$ cat src/core/smc_pkg.sv
// package: sleep modes, domain enable layout and wake timing for the sleep controller
package smc_pkg;

  // selectable sleep modes, three-bit select field
  typedef enum logic [2:0] {
    SMC_MODE_IDLE     = 3'h0,
    SMC_MODE_ADC_NR   = 3'h1,
    SMC_MODE_PWR_DOWN = 3'h2,
    SMC_MODE_PWR_SAVE = 3'h3,
    SMC_MODE_RSVD4    = 3'h4,
    SMC_MODE_RSVD5    = 3'h5,
    SMC_MODE_STANDBY  = 3'h6,
    SMC_MODE_EXT_STBY = 3'h7
  } smc_mode_t;

  // one enable per clock domain or functional unit
  typedef struct packed {
    logic cpu;
    logic mem;
    logic timer;
    logic spi;
    logic irq;
    logic async_tmr;
    logic adc;
    logic osc;
  } smc_dom_t;

  localparam int SMC_DOM_W = 8;
  localparam smc_dom_t SMC_DOM_ALL = 8'hff;
  localparam smc_dom_t SMC_DOM_NONE = 8'h00;

  // wake restart delay: oscillator settle time in ns, and cycles at 125 MHz
  localparam int SMC_CLK_PERIOD_NS = 8;
  localparam int SMC_WAKE_SETTLE_NS = 64;
  localparam int SMC_WAKE_CYC =
    (SMC_WAKE_SETTLE_NS + SMC_CLK_PERIOD_NS - 1) / SMC_CLK_PERIOD_NS;
  localparam int SMC_CNT_W = 16;
  localparam logic [SMC_CNT_W-1:0] SMC_CNT_ONE = 16'h0001;
  localparam logic [SMC_CNT_W-1:0] SMC_CNT_ZERO = 16'h0000;

endpackage

$ cat src/core/smc_sync.sv
// two-flop synchroniser for asynchronous wake inputs
`timescale 1ns/100ps
`default_nettype none
module smc_sync #(
  parameter int W = 2
) (
  input wire logic ref_clk_i,
  input wire logic rst_n_i,
  input wire logic [W-1:0] async_i,
  output logic [W-1:0] sync_o
);
  logic [W-1:0] meta_ff;
  logic [W-1:0] sync_ff;

  // first stage feeds only the second stage
  always_ff @(posedge ref_clk_i) begin
    if (!rst_n_i) begin
      meta_ff <= '0;
      sync_ff <= '0;
    end else begin
      meta_ff <= async_i;
      sync_ff <= meta_ff;
    end
  end

  assign sync_o = sync_ff;
endmodule // smc_sync
`default_nettype wire

$ cat src/core/smc_sleep_ctrl.sv
// sleep mode controller: per-mode domain gating and wake sequencing
`timescale 1ns/100ps
`default_nettype none
module smc_sleep_ctrl #(
  parameter int WAKE_CYC = smc_pkg::SMC_WAKE_CYC
) (
  input wire logic ref_clk_i,
  input wire logic rst_n_i,
  input wire logic [2:0] mode_sel_i,
  input wire logic mode_wr_i,
  input wire logic sleep_en_i,
  input wire logic sleep_req_i,
  input wire logic irq_pend_i,
  input wire logic ext_irq_i,
  input wire logic async_irq_i,
  output var smc_pkg::smc_dom_t dom_en_o,
  output logic cpu_run_o,
  output logic asleep_o,
  output logic [2:0] mode_o,
  output logic mode_bad_o
);

  // ***************************************************************
  // input synchronisation
  // ***************************************************************
  logic [1:0] pin_sync;
  logic ext_irq_s;
  logic async_irq_s;

  // external and async-timer wakes come from other domains
  smc_sync #(.W(2)) u_sync (
    .ref_clk_i(ref_clk_i),
    .rst_n_i(rst_n_i),
    .async_i({ext_irq_i, async_irq_i}),
    .sync_o(pin_sync)
  );
  assign ext_irq_s = pin_sync[1];
  assign async_irq_s = pin_sync[0];

  // ***************************************************************
  // mode selection field
  // ***************************************************************
  smc_pkg::smc_mode_t mode_ff;
  logic bad_ff;
  logic mode_legal;
  smc_pkg::smc_mode_t nxt_mode;

  // field value after this edge, so gating never lags the reported mode
  assign nxt_mode = (mode_wr_i && mode_legal) ?
    smc_pkg::smc_mode_t'(mode_sel_i) : mode_ff;

  // the two reserved codes are refused and flagged
  always_comb begin
    mode_legal = 1'b1;
    if (mode_sel_i == smc_pkg::SMC_MODE_RSVD4) begin
      mode_legal = 1'b0;
    end else if (mode_sel_i == smc_pkg::SMC_MODE_RSVD5) begin
      mode_legal = 1'b0;
    end
  end

  // software-written select, held until the next legal write
  always_ff @(posedge ref_clk_i) begin
    if (!rst_n_i) begin
      mode_ff <= smc_pkg::SMC_MODE_IDLE;
      bad_ff <= 1'b0;
    end else if (mode_wr_i) begin
      bad_ff <= !mode_legal;
      if (mode_legal) begin
        mode_ff <= smc_pkg::smc_mode_t'(mode_sel_i);
      end
    end
  end

  // ***************************************************************
  // per-mode domain map
  // ***************************************************************
  smc_pkg::smc_dom_t sleep_map;

  always_comb begin
    sleep_map = smc_pkg::SMC_DOM_NONE;
    case (nxt_mode)
      smc_pkg::SMC_MODE_IDLE: begin
        sleep_map = smc_pkg::SMC_DOM_ALL;
        sleep_map.cpu = 1'b0;
        sleep_map.adc = 1'b0;
      end
      smc_pkg::SMC_MODE_ADC_NR: begin
        sleep_map.mem = 1'b1; // state kept for the converter result
        sleep_map.osc = 1'b1;
        sleep_map.irq = 1'b1;
        sleep_map.async_tmr = 1'b1;
        sleep_map.adc = 1'b1;
      end
      smc_pkg::SMC_MODE_PWR_DOWN: begin
        sleep_map = smc_pkg::SMC_DOM_NONE;
      end
      smc_pkg::SMC_MODE_PWR_SAVE: begin
        sleep_map.async_tmr = 1'b1;
      end
      smc_pkg::SMC_MODE_STANDBY: begin
        sleep_map.osc = 1'b1;
      end
      smc_pkg::SMC_MODE_EXT_STBY: begin
        sleep_map.osc = 1'b1;
        sleep_map.async_tmr = 1'b1;
      end
      default: begin
        sleep_map = smc_pkg::SMC_DOM_ALL;
      end
    endcase
  end

  // ***************************************************************
  // sleep / wake sequencer
  // ***************************************************************
  typedef enum logic [1:0] {
    SMC_ST_RUN,
    SMC_ST_SLEEP,
    SMC_ST_WAKE
  } smc_state_t;

  smc_state_t state_ff;
  smc_state_t nxt_state;
  logic [smc_pkg::SMC_CNT_W-1:0] cnt_ff;
  logic wake_ev;
  logic osc_stopped;

  // power-down, power-save and adc-nr respond only to interrupts; idle
  // also wakes on the same sources since the irq system keeps running
  assign wake_ev = irq_pend_i | ext_irq_s | async_irq_s;

  // the gating in force while asleep tells whether the oscillator stopped;
  // a mode write in the wake cycle must not change the settle length
  assign osc_stopped = !dom_en_o.osc;

  always_comb begin
    nxt_state = state_ff;
    case (state_ff)
      SMC_ST_RUN: begin
        if (sleep_req_i && sleep_en_i) begin
          nxt_state = SMC_ST_SLEEP;
        end
      end
      SMC_ST_SLEEP: begin
        if (wake_ev) begin
          nxt_state = SMC_ST_WAKE;
        end
      end
      SMC_ST_WAKE: begin
        if (cnt_ff == smc_pkg::SMC_CNT_ZERO) begin
          nxt_state = SMC_ST_RUN;
        end
      end
      default: begin
        nxt_state = SMC_ST_RUN;
      end
    endcase
  end

  always_ff @(posedge ref_clk_i) begin
    if (!rst_n_i) begin
      state_ff <= SMC_ST_RUN;
    end else begin
      state_ff <= nxt_state;
    end
  end

  // settle counter loaded on wake; a running oscillator needs one cycle
  // only, trading start-up time against oscillator standby current
  always_ff @(posedge ref_clk_i) begin
    if (!rst_n_i) begin
      cnt_ff <= smc_pkg::SMC_CNT_ZERO;
    end else if (state_ff == SMC_ST_SLEEP && wake_ev) begin
      if (osc_stopped) begin
        cnt_ff <= smc_pkg::SMC_CNT_W'(WAKE_CYC);
      end else begin
        cnt_ff <= smc_pkg::SMC_CNT_ONE;
      end
    end else if (state_ff == SMC_ST_WAKE &&
                 cnt_ff != smc_pkg::SMC_CNT_ZERO) begin
      cnt_ff <= cnt_ff - smc_pkg::SMC_CNT_ONE;
    end
  end

  // ***************************************************************
  // registered outputs
  // ***************************************************************
  smc_pkg::smc_dom_t nxt_dom;

  // every domain runs except while asleep; clocks return on wake entry
  always_comb begin
    nxt_dom = smc_pkg::SMC_DOM_ALL;
    if (nxt_state == SMC_ST_SLEEP) begin
      nxt_dom = sleep_map;
    end
  end

  always_ff @(posedge ref_clk_i) begin
    if (!rst_n_i) begin
      dom_en_o <= smc_pkg::SMC_DOM_ALL;
      cpu_run_o <= 1'b1;
      asleep_o <= 1'b0;
      mode_o <= smc_pkg::SMC_MODE_IDLE;
      mode_bad_o <= 1'b0;
    end else begin
      dom_en_o <= nxt_dom;
      // core waits until the wake counter has drained
      cpu_run_o <= (nxt_state == SMC_ST_RUN);
      asleep_o <= (nxt_state == SMC_ST_SLEEP);
      mode_o <= nxt_mode;
      mode_bad_o <= mode_wr_i ? !mode_legal : bad_ff;
    end
  end

endmodule // smc_sleep_ctrl
`default_nettype wire

$ cat config.mk
export PLATFORM = sky130hd
export DESIGN_NAME = smc_sleep_ctrl
export DESIGN_NICKNAME = d
export VERILOG_FILES = /design/src/core/smc_pkg.sv /design/src/core/smc_sync.sv /design/src/core/smc_sleep_ctrl.sv
export SDC_FILE = /design/constraint.sdc
export NUM_CORES = 1
export LEC_CHECK = 0
export ABC_AREA = 1
export BUFFER_PORTS_ARGS = -buffer_cell sky130_fd_sc_hd__buf_4
export CAP_MARGIN = 20
export CORE_UTILIZATION = 52
export CTS_BUF_LIST = sky130_fd_sc_hd__clkbuf_2 sky130_fd_sc_hd__clkbuf_4 sky130_fd_sc_hd__clkbuf_8
export CTS_CLUSTER_SIZE = 20
export DETAILED_ROUTE_END_ITERATION = 10
export PLACE_DENSITY = 0.81
export SLEW_MARGIN = 5
export SYNTH_ARGS = -nofsm -noshare
export SYNTH_HDL_FRONTEND = slang
export SYNTH_HIERARCHICAL = 1
export SYNTH_SLANG_ARGS = --single-unit
$ cat constraint.sdc
create_clock -name ref_clk_i -period 1.6 [get_ports ref_clk_i]
set_clock_uncertainty 0.2 [all_clocks]
set_input_delay 0.24 -clock ref_clk_i [delete_from_list [all_inputs] [get_ports ref_clk_i]]
set_output_delay 0.24 -clock ref_clk_i [all_outputs]
set_load 0.005 [all_outputs]
Word-level counts from Yosys, hierarchy flattened:

Index checks and enable logic that the tools add are counted.

* output and inout port bits: 14
* register bits after elaboration: 38
* word-level logic and storage cells: 64
* input port bits: 11

* equality and inequality tests: 10
* reductions and logical operators: 19
* multiplexer cells: 16
* bitwise gates (word level): 2
* add/subtract/negate cells: 1

Operators with widths (count)
* 2-to-1 mux 16 bit: 2
* zero test 16 bit: 1
* nonzero test 16 bit: 1
* subtractor 16 x 1 -> 16 bit (second input constant): 1
* == test 3 bit (second input constant): 4
* OR reduction 5 bit: 2
* 2-to-1 mux 2 bit: 4
* 2-to-1 mux 1 bit: 7
* == test 3 x 2 -> 1 bit (second input constant): 2
* one-hot mux 2 bit (3 select lines): 1
* OR reduction 6 bit: 1
* == test 2 x 1 -> 1 bit (second input constant): 2
* logical AND 1 bit: 4
* zero test 2 bit: 2
* 2-to-1 mux 4 bit: 1
* AND reduction 2 bit: 2
* OR reduction 2 bit: 2
* OR reduction 4 bit: 1
* == test 3 x 1 -> 1 bit (second input constant): 1
* zero test 3 bit: 1
* 2-to-1 mux 3 bit: 1
* == test 2 bit (second input constant): 1
* bitwise OR 1 bit: 2
* nonzero test 2 bit: 1
* zero test 1 bit: 1

Longest topological paths before layout:

Gate-level depths: netlist of the first run.

* word-level depth: 8
* depth in mapped cells: 10
* depth with buffers taken out: 10

Cells and area by module:

The synthesis of the first run kept the hierarchy.

By module, submodules not included
* smc_sleep_ctrl: cells an instance 209, times used 1, area an instance 1525.2 um2, sequential area each 660.6 um2
* smc_sync: cells an instance 12, times used 1, area an instance 110.1 um2, sequential area each 80.1 um2

Least setup slack after synthesis of the first run:

OpenSTA, ideal clock, no wires.

* path type: reg-to-reg
* start: register cnt_ff[0] in the netlist's numbering
* end: register cnt_ff[13] in the netlist's numbering
* slack: 0.010 ns
* cell stages (with the launch flop): 11
* path buffers: 0
* arrival: 1.321 ns
* cell sequence: dfxtp_1 inv_1 ha_1 nand2_2 nor2_4 nand2_4 nand2_8 nand2_4 inv_6 nand2_2 a21oi_2

* word-level cells in the longest chain between the ends: 3
* elaborated cells between the ends (all ways): 6
* those cells by class: 1 x add/sub; 2 x mux; 3 x reduce/logical

RTL lines
* from (decl): line smc_sleep_ctrl.sv:125 `logic [smc_pkg::SMC_CNT_W-1:0] cnt_ff;`
* from (signal assigned): line smc_sleep_ctrl.sv:173 `cnt_ff <= smc_pkg::SMC_CNT_ZERO;`
* from (signal assigned): line smc_sleep_ctrl.sv:176 `cnt_ff <= smc_pkg::SMC_CNT_W'(WAKE_CYC);`
* from (signal assigned): line smc_sleep_ctrl.sv:178 `cnt_ff <= smc_pkg::SMC_CNT_ONE;`
* subtractor 16 x 1 -> 16 bit / nonzero test 16 bit (equally long branches): line smc_sleep_ctrl.sv:182, smc_sleep_ctrl.sv:181
* 2-to-1 mux 16 bit / logical AND 1 bit (equally long branches): line smc_sleep_ctrl.sv:180 `end else if (state_ff == SMC_ST_WAKE &&`
* 2-to-1 mux 16 bit / nonzero test 2 bit (equally long branches)

Several ways; a longest one is shown, not always the timed one. The select of a mux whose other input is x is not followed.
A chain may end at the register's enable or synchronous reset.

Worst setup path in the final report of the first run:

* start: register cnt_ff[1] in the netlist's numbering
* end: register cnt_ff[4] in the netlist's numbering

Same word-level chain as after synthesis.

==> impl_metrics.json, run 1 <==
{
  "run_status": "complete, no violations",
  "routabilityCongestion": 0.851,
  "route.vias.total": 1573,
  "power.ir.vdd_worst_uv": 681,
  "r2r_setup_slack_ns": 0.01,
  "grt_start_max_net_pins": 11,
  "cell_variety_after_synth": 28,
  "worstReg2RegStart": "cnt_ff[1]$_SDFFE_PN0P_",
  "rows": 19,
  "final_hold_viol_count": 0,
  "cell_pwr_density_nw_per_um2": 932,
  "max_cap_viols": 0,
  "post-synth-top-count-cell": "nand2_1",
  "synthesis.area_um2": 1640,
  "clkTransAtPathRegs_ns": 0.10,
  "nNetsFinal": 287,
  "drt_pass1_iterations": 4,
  "wl_per_cell_um": 12.7,
  "min-delay-path-class": "in -> reg",
  "die_y_um": 58.1,
  "synth-seq-area-share_pct": 45.3,
  "crit_path_start": "cnt_ff[1]$_SDFFE_PN0P_",
  "synth.top_cell.area_share_pct": 45.3,
  "drive_above_1_share_pct": 31.6,
  "cts_root_buffer": "clkbuf_4",
  "htree_levels": 2,
  "routed_via_density": 4.96,
  "core_area_um2": 2880,
  "async_flop_share_pct": 0,
  "drt_iter0_markers": 65,
  "worst_ep_arrival_time_ns": 1.63,
  "cp_common_cell": "nand2_4",
  "fillers": 217,
  "path_delay_family": "simple AND/OR/NAND/NOR gates",
  "power_leakage_uw": 0.00105,
  "avgSynthCellArea_um2": 7.40,
  "clock_sinks": 37,
  "initial_core_util_pct": 56.9,
  "crit_type": "reg -> reg",
  "drv_slew": 0,
  "yosys_warnings": 6,
  "worstSetupStartpointType": "register",
  "endpoint": "cnt_ff[4]$_SDFFE_PN0P_",
  "critPathCaptureType": "register",
  "cp_num_buf_inv": 2,
  "timing.critical_path.slowest_cell_delay_ns": 0.34,
  "report.final.setup_viol": 0,
  "worst_r2r_endpoint": "cnt_ff[4]$_SDFFE_PN0P_",
  "worst_pin_slew_ns": 0.454,
  "grtUsageTotal_pct": 24.6,
  "worst_slew_margin_rel_pct": 69.5,
  "grt-ovfl-total": 0,
  "slowest_cell_on_the_critical_path": "dfxtp_2",
  "first_global_vias": 1423,
  "edff_count_synth": 0,
  "rsz0062_at_grt": "true",
  "grt_pass1_wl_mm": 6.07,
  "hold_depth": 4,
  "cp.required_ns": 1.64,
  "cts_tree": "built",
  "total_routed_wirelength_mm": 4.03,
  "synthDominantAreaCellType": "dfxtp_1",
  "dominantRegCellSynth": "dfxtp_1",
  "achievable-frequency_mhz": 629,
  "place.port_buffers": 24,
  "syn-instance-count": 221,
  "worstSkewPairLatency_ns": 0.35,
  "area_growth_pct": 34.0,
  "cts-root-to-sink-buffers": 2,
  "cp_num_cells": 10,
  "crit_path_cell_trace": "inv_2 > ha_4 > nand2_4 > nor2_4 > nand2_4 > buf_4 > nand2_4 > o21bai_1 > nand2_1 > a21oi_1",
  "post-route-min-period_ns": 1.59,
  "numCtsBuffers": 5,
  "ant_nets": 0,
  "die_area_um2": 3370,
  "detailed_place_hpwl_mm": 2.58,
  "finalCoreUtilization_pct": 76.2,
  "die_w_um": 58.1,
  "antenna_found_initial": 0,
  "synth_nets": 233,
  "synthTopCellsByArea": "dfxtp_1, nand2_1, nor2_1, inv_1, nand3_1",
  "synth_commonest_cells": "nand2_1, nor2_1, dfxtp_1, inv_1, nand3_1",
  "drc_markers": 0,
  "synth.ff_latch_count": 37,
  "worst_r2r_path_depth": 10,
  "io-pin-count": 25,
  "insertedDiodeCount": 0,
  "final.period_utilization_pct": 99.3,
  "setup-tns-final_ns": 0,
  "worst-path-max-fanout": 5
}
-- per-stage QoR --
stage / hold WS (ns) / power (µW) / setup WS, ns / cells / area (µm²)
after floorplan: 0.133 / 1300 / 0.0104 / 221 / 1640
after global placement: 0.198 / 1430 / 0.0153 / 299 / 1960
after detailed placement: 0.210 / 1440 / -0.0909 / 299 / 1960
after CTS: 0.0631 / 1980 / 0.0196 / 313 / 2110
after global routing: 0.107 / 2150 / -0.0972 / 317 / 2190
final: 0.110 / 2040 / 0.0105 / 317 / 2190
-- cells in the final DEF, fill, tap and decap left out, types with 5 or more instances in the layout --
cell type / n
inv_1: 24
a21oi_2: 6
nor2_2: 10
o21ai_0: 5
a21oi_1: 7
nand2_1: 47
nand3_1: 11
clkbuf_4: 6
buf_4: 43
dlygate4sd3_1: 6
nor2_1: 35
dfxtp_1: 35
-- power breakdown --
| part | total (µW) | switching (µW) | internal (µW) |
|---|---|---|---|
| clock network | 518 | 294 | 224 |
| registers | 991 | 27.4 | 964 |
| logic | 534 | 299 | 234 |
| total | 2040 | 620 | 1420 |
-- flip-flops by register name, summed over array words and instances (netlist names) --
register and cells:
mode_o 3, mode_bad_o 1, cnt_ff 16, u_sync/sync_o 2
asleep_o 1, u_sync/meta_ff 2, state_ff 2, dom_en_o 6
mode_ff 3, cpu_run_o 1
-- worst reg2reg max path, stage by stage (launching register included) --
cell and delay (ns):
dfxtp_2 0.34, inv_2 0.08, ha_4 0.16, nand2_4 0.07, nor2_4 0.17, nand2_4 0.10
buf_4 0.16, nand2_4 0.07, o21bai_1 0.06, nand2_1 0.06, a21oi_1 0.04
-- per-layer routing --
layer | vias up | track usage, % | wire length, µm
li1 | 807 | - | -
met1 | 726 | 29.1 | 1790
met2 | 32 | 41.4 | 2010
met3 | 8 | 5.58 | 150
met4 | 0 | 13.6 | 74
met5 | - | 0 | 0
-- timing repair --
item                       4_1_cts  5_1_grt
setup buffers                    1        3
pin swaps                        1       13
hold buffers                     6        0
hold endpoints to repair         6        0
cloned                           0        1
setup endpoints to repair       14       18
resized for setup                5       19
-- worst min-delay path by stage --
stage	slack, ns	end	start
after floorplan	0.13	u_sync/meta_ff[0]$_SDFF_PN0_	async_irq_i
after global placement	0.20	u_sync/sync_o[1]$_SDFF_PN0_	u_sync/meta_ff[1]$_SDFF_PN0_
after detailed placement	0.21	u_sync/sync_o[1]$_SDFF_PN0_	u_sync/meta_ff[1]$_SDFF_PN0_
after CTS	0.06	dom_en_o[2]$_SDFF_PN1_	mode_sel_i[0]
after global routing	0.11	dom_en_o[2]$_SDFF_PN1_	mode_sel_i[0]
final	0.11	dom_en_o[3]$_SDFF_PN1_	mode_sel_i[1]
-- cell type report --
cell class / count / area, µm² / share of cell area (%)
Inverter: 28 / 118 / 5.37
Timing Repair Buffer: 49 / 383 / 17.5
Clock buffer: 7 / 58.8 / 2.68
Multi-Input combinational cell: 154 / 837 / 38.2
Tap cell: 42 / 52.6 / 2.40
Sequential cell: 37 / 743 / 33.9
-- logic make-up (layout without fill, tap and decap cells) --
group	Yosys count	in the layout	share of synthesized area, %
simple gates	125	126	35.3
flops	37	37	45.3
buf+inv	31	84	7.88
compound gates	24	24	9.10
xor+xnor	2	2	1.07
fa+ha+maj	1	1	0.765
mux	1	1	0.612
Note: power is estimated with default switching activity, not from simulation.
==> inputs of run 2 (changes only) <==
- CORE_UTILIZATION: 52 -> 62
- PLACE_DENSITY: 0.81 -> 0.9
- clock period: 1.6 -> 2 ns (I/O delays scaled with it)
==> run 2 against run 1 <==
Against the previous run:
- cell area shrank 8.8%
- count of clock-buffer cells in the layout stayed put
- utilization is 4.4 points higher
- critical endpoint is now dom_en_o[1]$_SDFF_PN1_
==> impl_metrics.json, run 2 (synthesized netlist as in run 1, its figures left out) <==
{
  "drt_pass1_iterations": 4,
  "finalCoreUtilization_pct": 80.7,
  "core_area_um2": 2480,
  "report.final.setup_viol": 0,
  "drv_slew": 0,
  "largest_register": "cnt_ff",
  "clkTransAtPathRegs_ns": 0.11,
  "drc_markers": 0,
  "final.period_utilization_pct": 95.8,
  "setup_ws_ns": 0.0843,
  "layout_top_registers": "cnt_ff (16), dom_en_o (6)",
  "ant_nets": 0,
  "r2r_setup_slack_ns": 0.18,
  "cell_pwr_density_nw_per_um2": 843,
  "power_leakage_uw": 0.000951,
  "detailed_place.area_um2": 1850,
  "die_area_um2": 2850,
  "crit_type": "in -> reg",
  "grtUsageTotal_pct": 29.1,
  "area_growth_pct": 22.2,
  "setup-tns-final_ns": 0,
  "final_non_filler_cell_area_um2": 2000,
  "initial_core_util_pct": 66.0,
  "die_y_um": 53.4,
  "worst_ep_arrival_time_ns": 1.94,
  "place.port_buffers": 24,
  "route.vias.total": 1482,
  "io-pin-count": 25,
  "antenna_found_initial": 0,
  "drt_iter0_markers": 37,
  "final_hold_viol_count": 0,
  "insertedDiodeCount": 0,
  "detailed_place_hpwl_mm": 2.61,
  "place_ws_ns": 0.242,
  "cts_tree": "built",
  "total_routed_wirelength_mm": 3.60,
  "cp.required_ns": 2.02,
  "clock_sinks": 37,
  "largest_register_ffs": 16,
  "worst_pin_slew_ns": 0.425,
  "grt-ovfl-total": 0,
  "mostFrequentLayoutCell": "nand2_1",
  "power.ir.vdd_worst_uv": 894,
  "htree_levels": 2,
  "nNetsFinal": 269,
  "critPathCaptureType": "register",
  "die_w_um": 53.4,
  "run_status": "complete, no violations",
  "achievable-frequency_mhz": 522,
  "routed_via_density": 5.15,
  "worstSetupStartpointType": "primary input",
  "min-delay-path-class": "in -> reg",
  "total_power_uw": 1680,
  "cts-root-to-sink-buffers": 2,
  "grt_start_max_net_pins": 12,
  "drive_above_1_share_pct": 21.3,
  "worst-path-max-fanout": 6,
  "post-route-min-period_ns": 1.92,
  "routabilityCongestion": 0.848,
  "first_global_vias": 1375,
  "wl_per_cell_um": 12.5,
  "worstSkewPairLatency_ns": 0.35,
  "layout.cells.most_common_list": "nand2_1, nor2_1, dfxtp_1, inv_1, buf_4",
  "max_cap_viols": 0,
  "grt_pass1_wl_mm": 5.70,
  "rows": 18,
  "rsz0062_at_grt": "false",
  "worst_slew_margin_rel_pct": 70.9,
  "cts_root_buffer": "clkbuf_4",
  "numCtsBuffers": 5
}
-- run 2: metal layers --
metal  vias to the layer above  track usage (%)  routed length (µm)
met4                         0             10.5                  62
li1                        763                -                   -
met2                        31             54.0                1870
met3                         5             9.20                 165
met5                         -                0                   0
met1                       683             29.8                1500
-- run 2: area by class of cell --
| class | instances | area, µm² |
|---|---|---|
| clock buffers | 7 | 58.8 |
| clock inverters | 1 | 30.0 |
| fillers | 167 | 479 |
| inverters | 28 | 110 |
| multi-input cells | 153 | 766 |
| flip-flops and latches | 37 | 741 |
| well taps | 30 | 37.5 |
| repair buffers | 32 | 255 |
-- run 2: final timing paths --
path | from | to | depth (start not counted)
worst min-delay path | mode_sel_i[0] | dom_en_o[2]$_SDFF_PN1_ | 3
worst max register to register | cnt_ff[0]$_SDFFE_PN0P_ | cnt_ff[15]$_SDFFE_PN0P_ | 7
worst min register to register | u_sync/meta_ff[0]$_SDFF_PN0_ | u_sync/sync_o[0]$_SDFF_PN0_ | 2
worst max-delay path | mode_wr_i | dom_en_o[1]$_SDFF_PN1_ | 6
-- run 2: critical path, stage by stage --
cell and delay [ns]:
dlygate4sd3_1 0.53, buf_4 0.14, o21ai_1 0.24, o21ai_0 0.23
nor3_1 0.36, a21oi_1 0.14
-- run 2: power by group --
part           leakage (µW)  internal, µW  switching [µW]
Combinational      0.000601           129             206
Sequential         0.000302           771            20.8
Clock             0.0000489           312             245
-- run 2: what timing repair did --
item | CTS | global route
endpoints found under the hold margin | 6 | 0
hold buffers | 6 | 0
buffers inserted | 0 | 0
gates resized for setup | 0 | 0
-- run 2: metrics by stage --
stage | instances | hold WS (ns)
CTS | 288 | 0.0778
global placement | 274 | 0.191
floorplan | 221 | 0.190
finish | 288 | 0.0930
detailed placement | 274 | 0.208
global route | 288 | 0.0979
==> inputs of run 3 (changes only) <==
--- a/config.mk
+++ b/config.mk
@@ -15,2 +15,3 @@
 export PLACE_DENSITY = 0.9
+export SKIP_CTS_REPAIR_TIMING = 1
 export SLEW_MARGIN = 5
==> constraint.sdc (replaced) <==
create_clock -name ref_clk_i -period 2 [get_ports ref_clk_i]
set_clock_uncertainty 0.2 [all_clocks]
set_input_delay 0.4 -clock ref_clk_i [delete_from_list [all_inputs] [get_ports ref_clk_i]]
set_output_delay 0.4 -clock ref_clk_i [all_outputs]
set_load 0.005 [all_outputs]
==> run 3 against run 2 <==
Against the previous run:
- via count fell by 4.4%
- count of clock-buffer cells in the layout fell by 2
- register-to-register slack improved by 0.02 ns
- sequential share of layout area rose by 2.0 points
- critical path depth rose by 1
- flip-flop and latch count did not move
- critical path type is now reg -> reg
- highest routed layer unchanged
==> impl_metrics.json, run 3 (synthesized netlist as in run 1, its figures left out) <==
{
  "worst-path-max-fanout": 9,
  "layout_top_registers": "cnt_ff (16), dom_en_o (6)",
  "area_growth_pct": 16.0,
  "io-pin-count": 25,
  "setup_ws_ns": 0.197,
  "hold_depth": 3,
  "whs_endpoint": "u_sync/meta_ff[0]$_SDFF_PN0_",
  "ant_nets": 0,
  "detailed_place_hpwl_mm": 2.36,
  "numCtsBuffers": 5,
  "report.final.setup_viol": 0,
  "die_area_um2": 2850,
  "layout.cells.most_common_list": "nand2_1, nor2_1, dfxtp_1, inv_1, buf_4",
  "run_status": "complete, no violations",
  "drt_iter0_markers": 29,
  "power.ir.vdd_worst_uv": 835,
  "max_cap_viols": 0,
  "routabilityCongestion": 0.813,
  "achievable-frequency_mhz": 555,
  "p_seq_share_pct": 53.0,
  "grt_start_max_net_pins": 13,
  "sw_frac_of_total_pct": 31.4,
  "worst_slew_margin_rel_pct": 72.2,
  "grtUsageTotal_pct": 25.3,
  "clkTransAtPathRegs_ns": 0.11,
  "worstSetupStartpointType": "register",
  "post-route-min-period_ns": 1.80,
  "die_y_um": 53.4,
  "rows": 18,
  "timing.hold.ws_ns": 0.0362,
  "grt-ovfl-total": 0,
  "pint_uw": 1020,
  "routed_via_density": 5.04,
  "drt_pass1_iterations": 4,
  "initial_core_util_pct": 66.0,
  "power_leakage_uw": 0.000906,
  "grt_pass1_wl_mm": 4.92,
  "htree_levels": 2,
  "comb_power_share_pct": 21.4,
  "clock_sinks": 37,
  "insertedDiodeCount": 0,
  "critPathCaptureType": "register",
  "total_routed_wirelength_mm": 3.09,
  "largest_register_ffs": 16,
  "place_ws_ns": 0.163,
  "worst_r2r_path_depth": 7,
  "crit_type": "reg -> reg",
  "wl_per_cell_um": 11.0,
  "antenna_found_initial": 0,
  "worstSkewPairLatency_ns": 0.34,
  "cell_pwr_density_nw_per_um2": 787,
  "worstReg2RegStart": "cnt_ff[0]$_SDFFE_PN0P_",
  "final.period_utilization_pct": 90.2,
  "power.switching_uw": 469,
  "setup-tns-final_ns": 0,
  "worst_pin_slew_ns": 0.406,
  "place.port_buffers": 24,
  "die_w_um": 53.4,
  "nNetsFinal": 262,
  "core_area_um2": 2480,
  "first_global_vias": 1207,
  "drc_markers": 0,
  "cts_root_buffer": "clkbuf_4",
  "rsz0062_at_grt": "false",
  "worst_r2r_endpoint": "cnt_ff[15]$_SDFFE_PN0P_",
  "cp.required_ns": 2.09,
  "cts-root-to-sink-buffers": 2,
  "route.vias.total": 1417,
  "largest_register": "cnt_ff",
  "drv_slew": 0,
  "min-delay-path-class": "in -> reg",
  "hold_path.startpoint": "async_irq_i",
  "clockPowerShare_pct": 25.6,
  "worst_ep_arrival_time_ns": 1.89,
  "r2r_setup_slack_ns": 0.20,
  "mostFrequentLayoutCell": "nand2_1",
  "final_hold_viol_count": 0,
  "cts_tree": "built",
  "drive_above_1_share_pct": 21.5
}
## run 3: through the flow
stage          area (µm²)  cells  total power [µW]  util (%)
6_report             1900    281              1490      76.6
5_1_grt              1900    281              1570      76.6
3_3_place_gp         1840    273              1120      74.3
4_1_cts              1900    281              1510      76.6
2_1_floorplan        1640    221              1040         -
3_5_place_dp         1840    273              1130      74.3
## run 3: worst max path at each step
stage | from | to | slack [ns] | cells after the start
6_report | cnt_ff[0]$_SDFFE_PN0P_ | cnt_ff[15]$_SDFFE_PN0P_ | 0.20 | 7
5_1_grt | cnt_ff[0]$_SDFFE_PN0P_ | cnt_ff[8]$_SDFFE_PN0P_ | 0.05 | 7
4_1_cts | cnt_ff[0]$_SDFFE_PN0P_ | cnt_ff[13]$_SDFFE_PN0P_ | 0.17 | 7
3_5_place_dp | irq_pend_i | dom_en_o[2]$_SDFF_PN1_ | 0.16 | 7
3_3_place_gp | irq_pend_i | dom_en_o[1]$_SDFF_PN1_ | 0.23 | 7
2_1_floorplan | cnt_ff[0]$_SDFFE_PN0P_ | cnt_ff[13]$_SDFFE_PN0P_ | 0.41 | 10
## run 3: critical path: stages, from the launching register on
cell     delay, ns
dfxtp_1       0.34
inv_1         0.07
ha_1          0.23
nand2_2       0.13
nor2_4        0.07
a21oi_2       0.38
nand4_1       0.17
a21oi_2       0.15
## run 3: final cells by class
class,instances,area [µm²]
multi-input cells,153,766
clock buffers,5,37.5
inverters,28,110
well taps,30,37.5
flip-flops and latches,37,741
clock inverters,3,17.5
repair buffers,25,188
fillers,215,581
## run 3: power by group through the flow
stage	clock, µW	combinational, µW	sequential (µW)
after floorplan	0	234	805
final	382	319	791
after global routing	418	361	795
after CTS	399	319	791
after detailed placement	0	318	808
after global placement	0	309	807
## run 3: routing by layer
metal,share of wire (%),vias to the layer above,global-route usage (%)
met3,4.4,8,9.20
li1,-,753,-
met1,45,627,27.4
met2,48,29,42.1
met4,2.6,0,14.0
met5,0,-,0
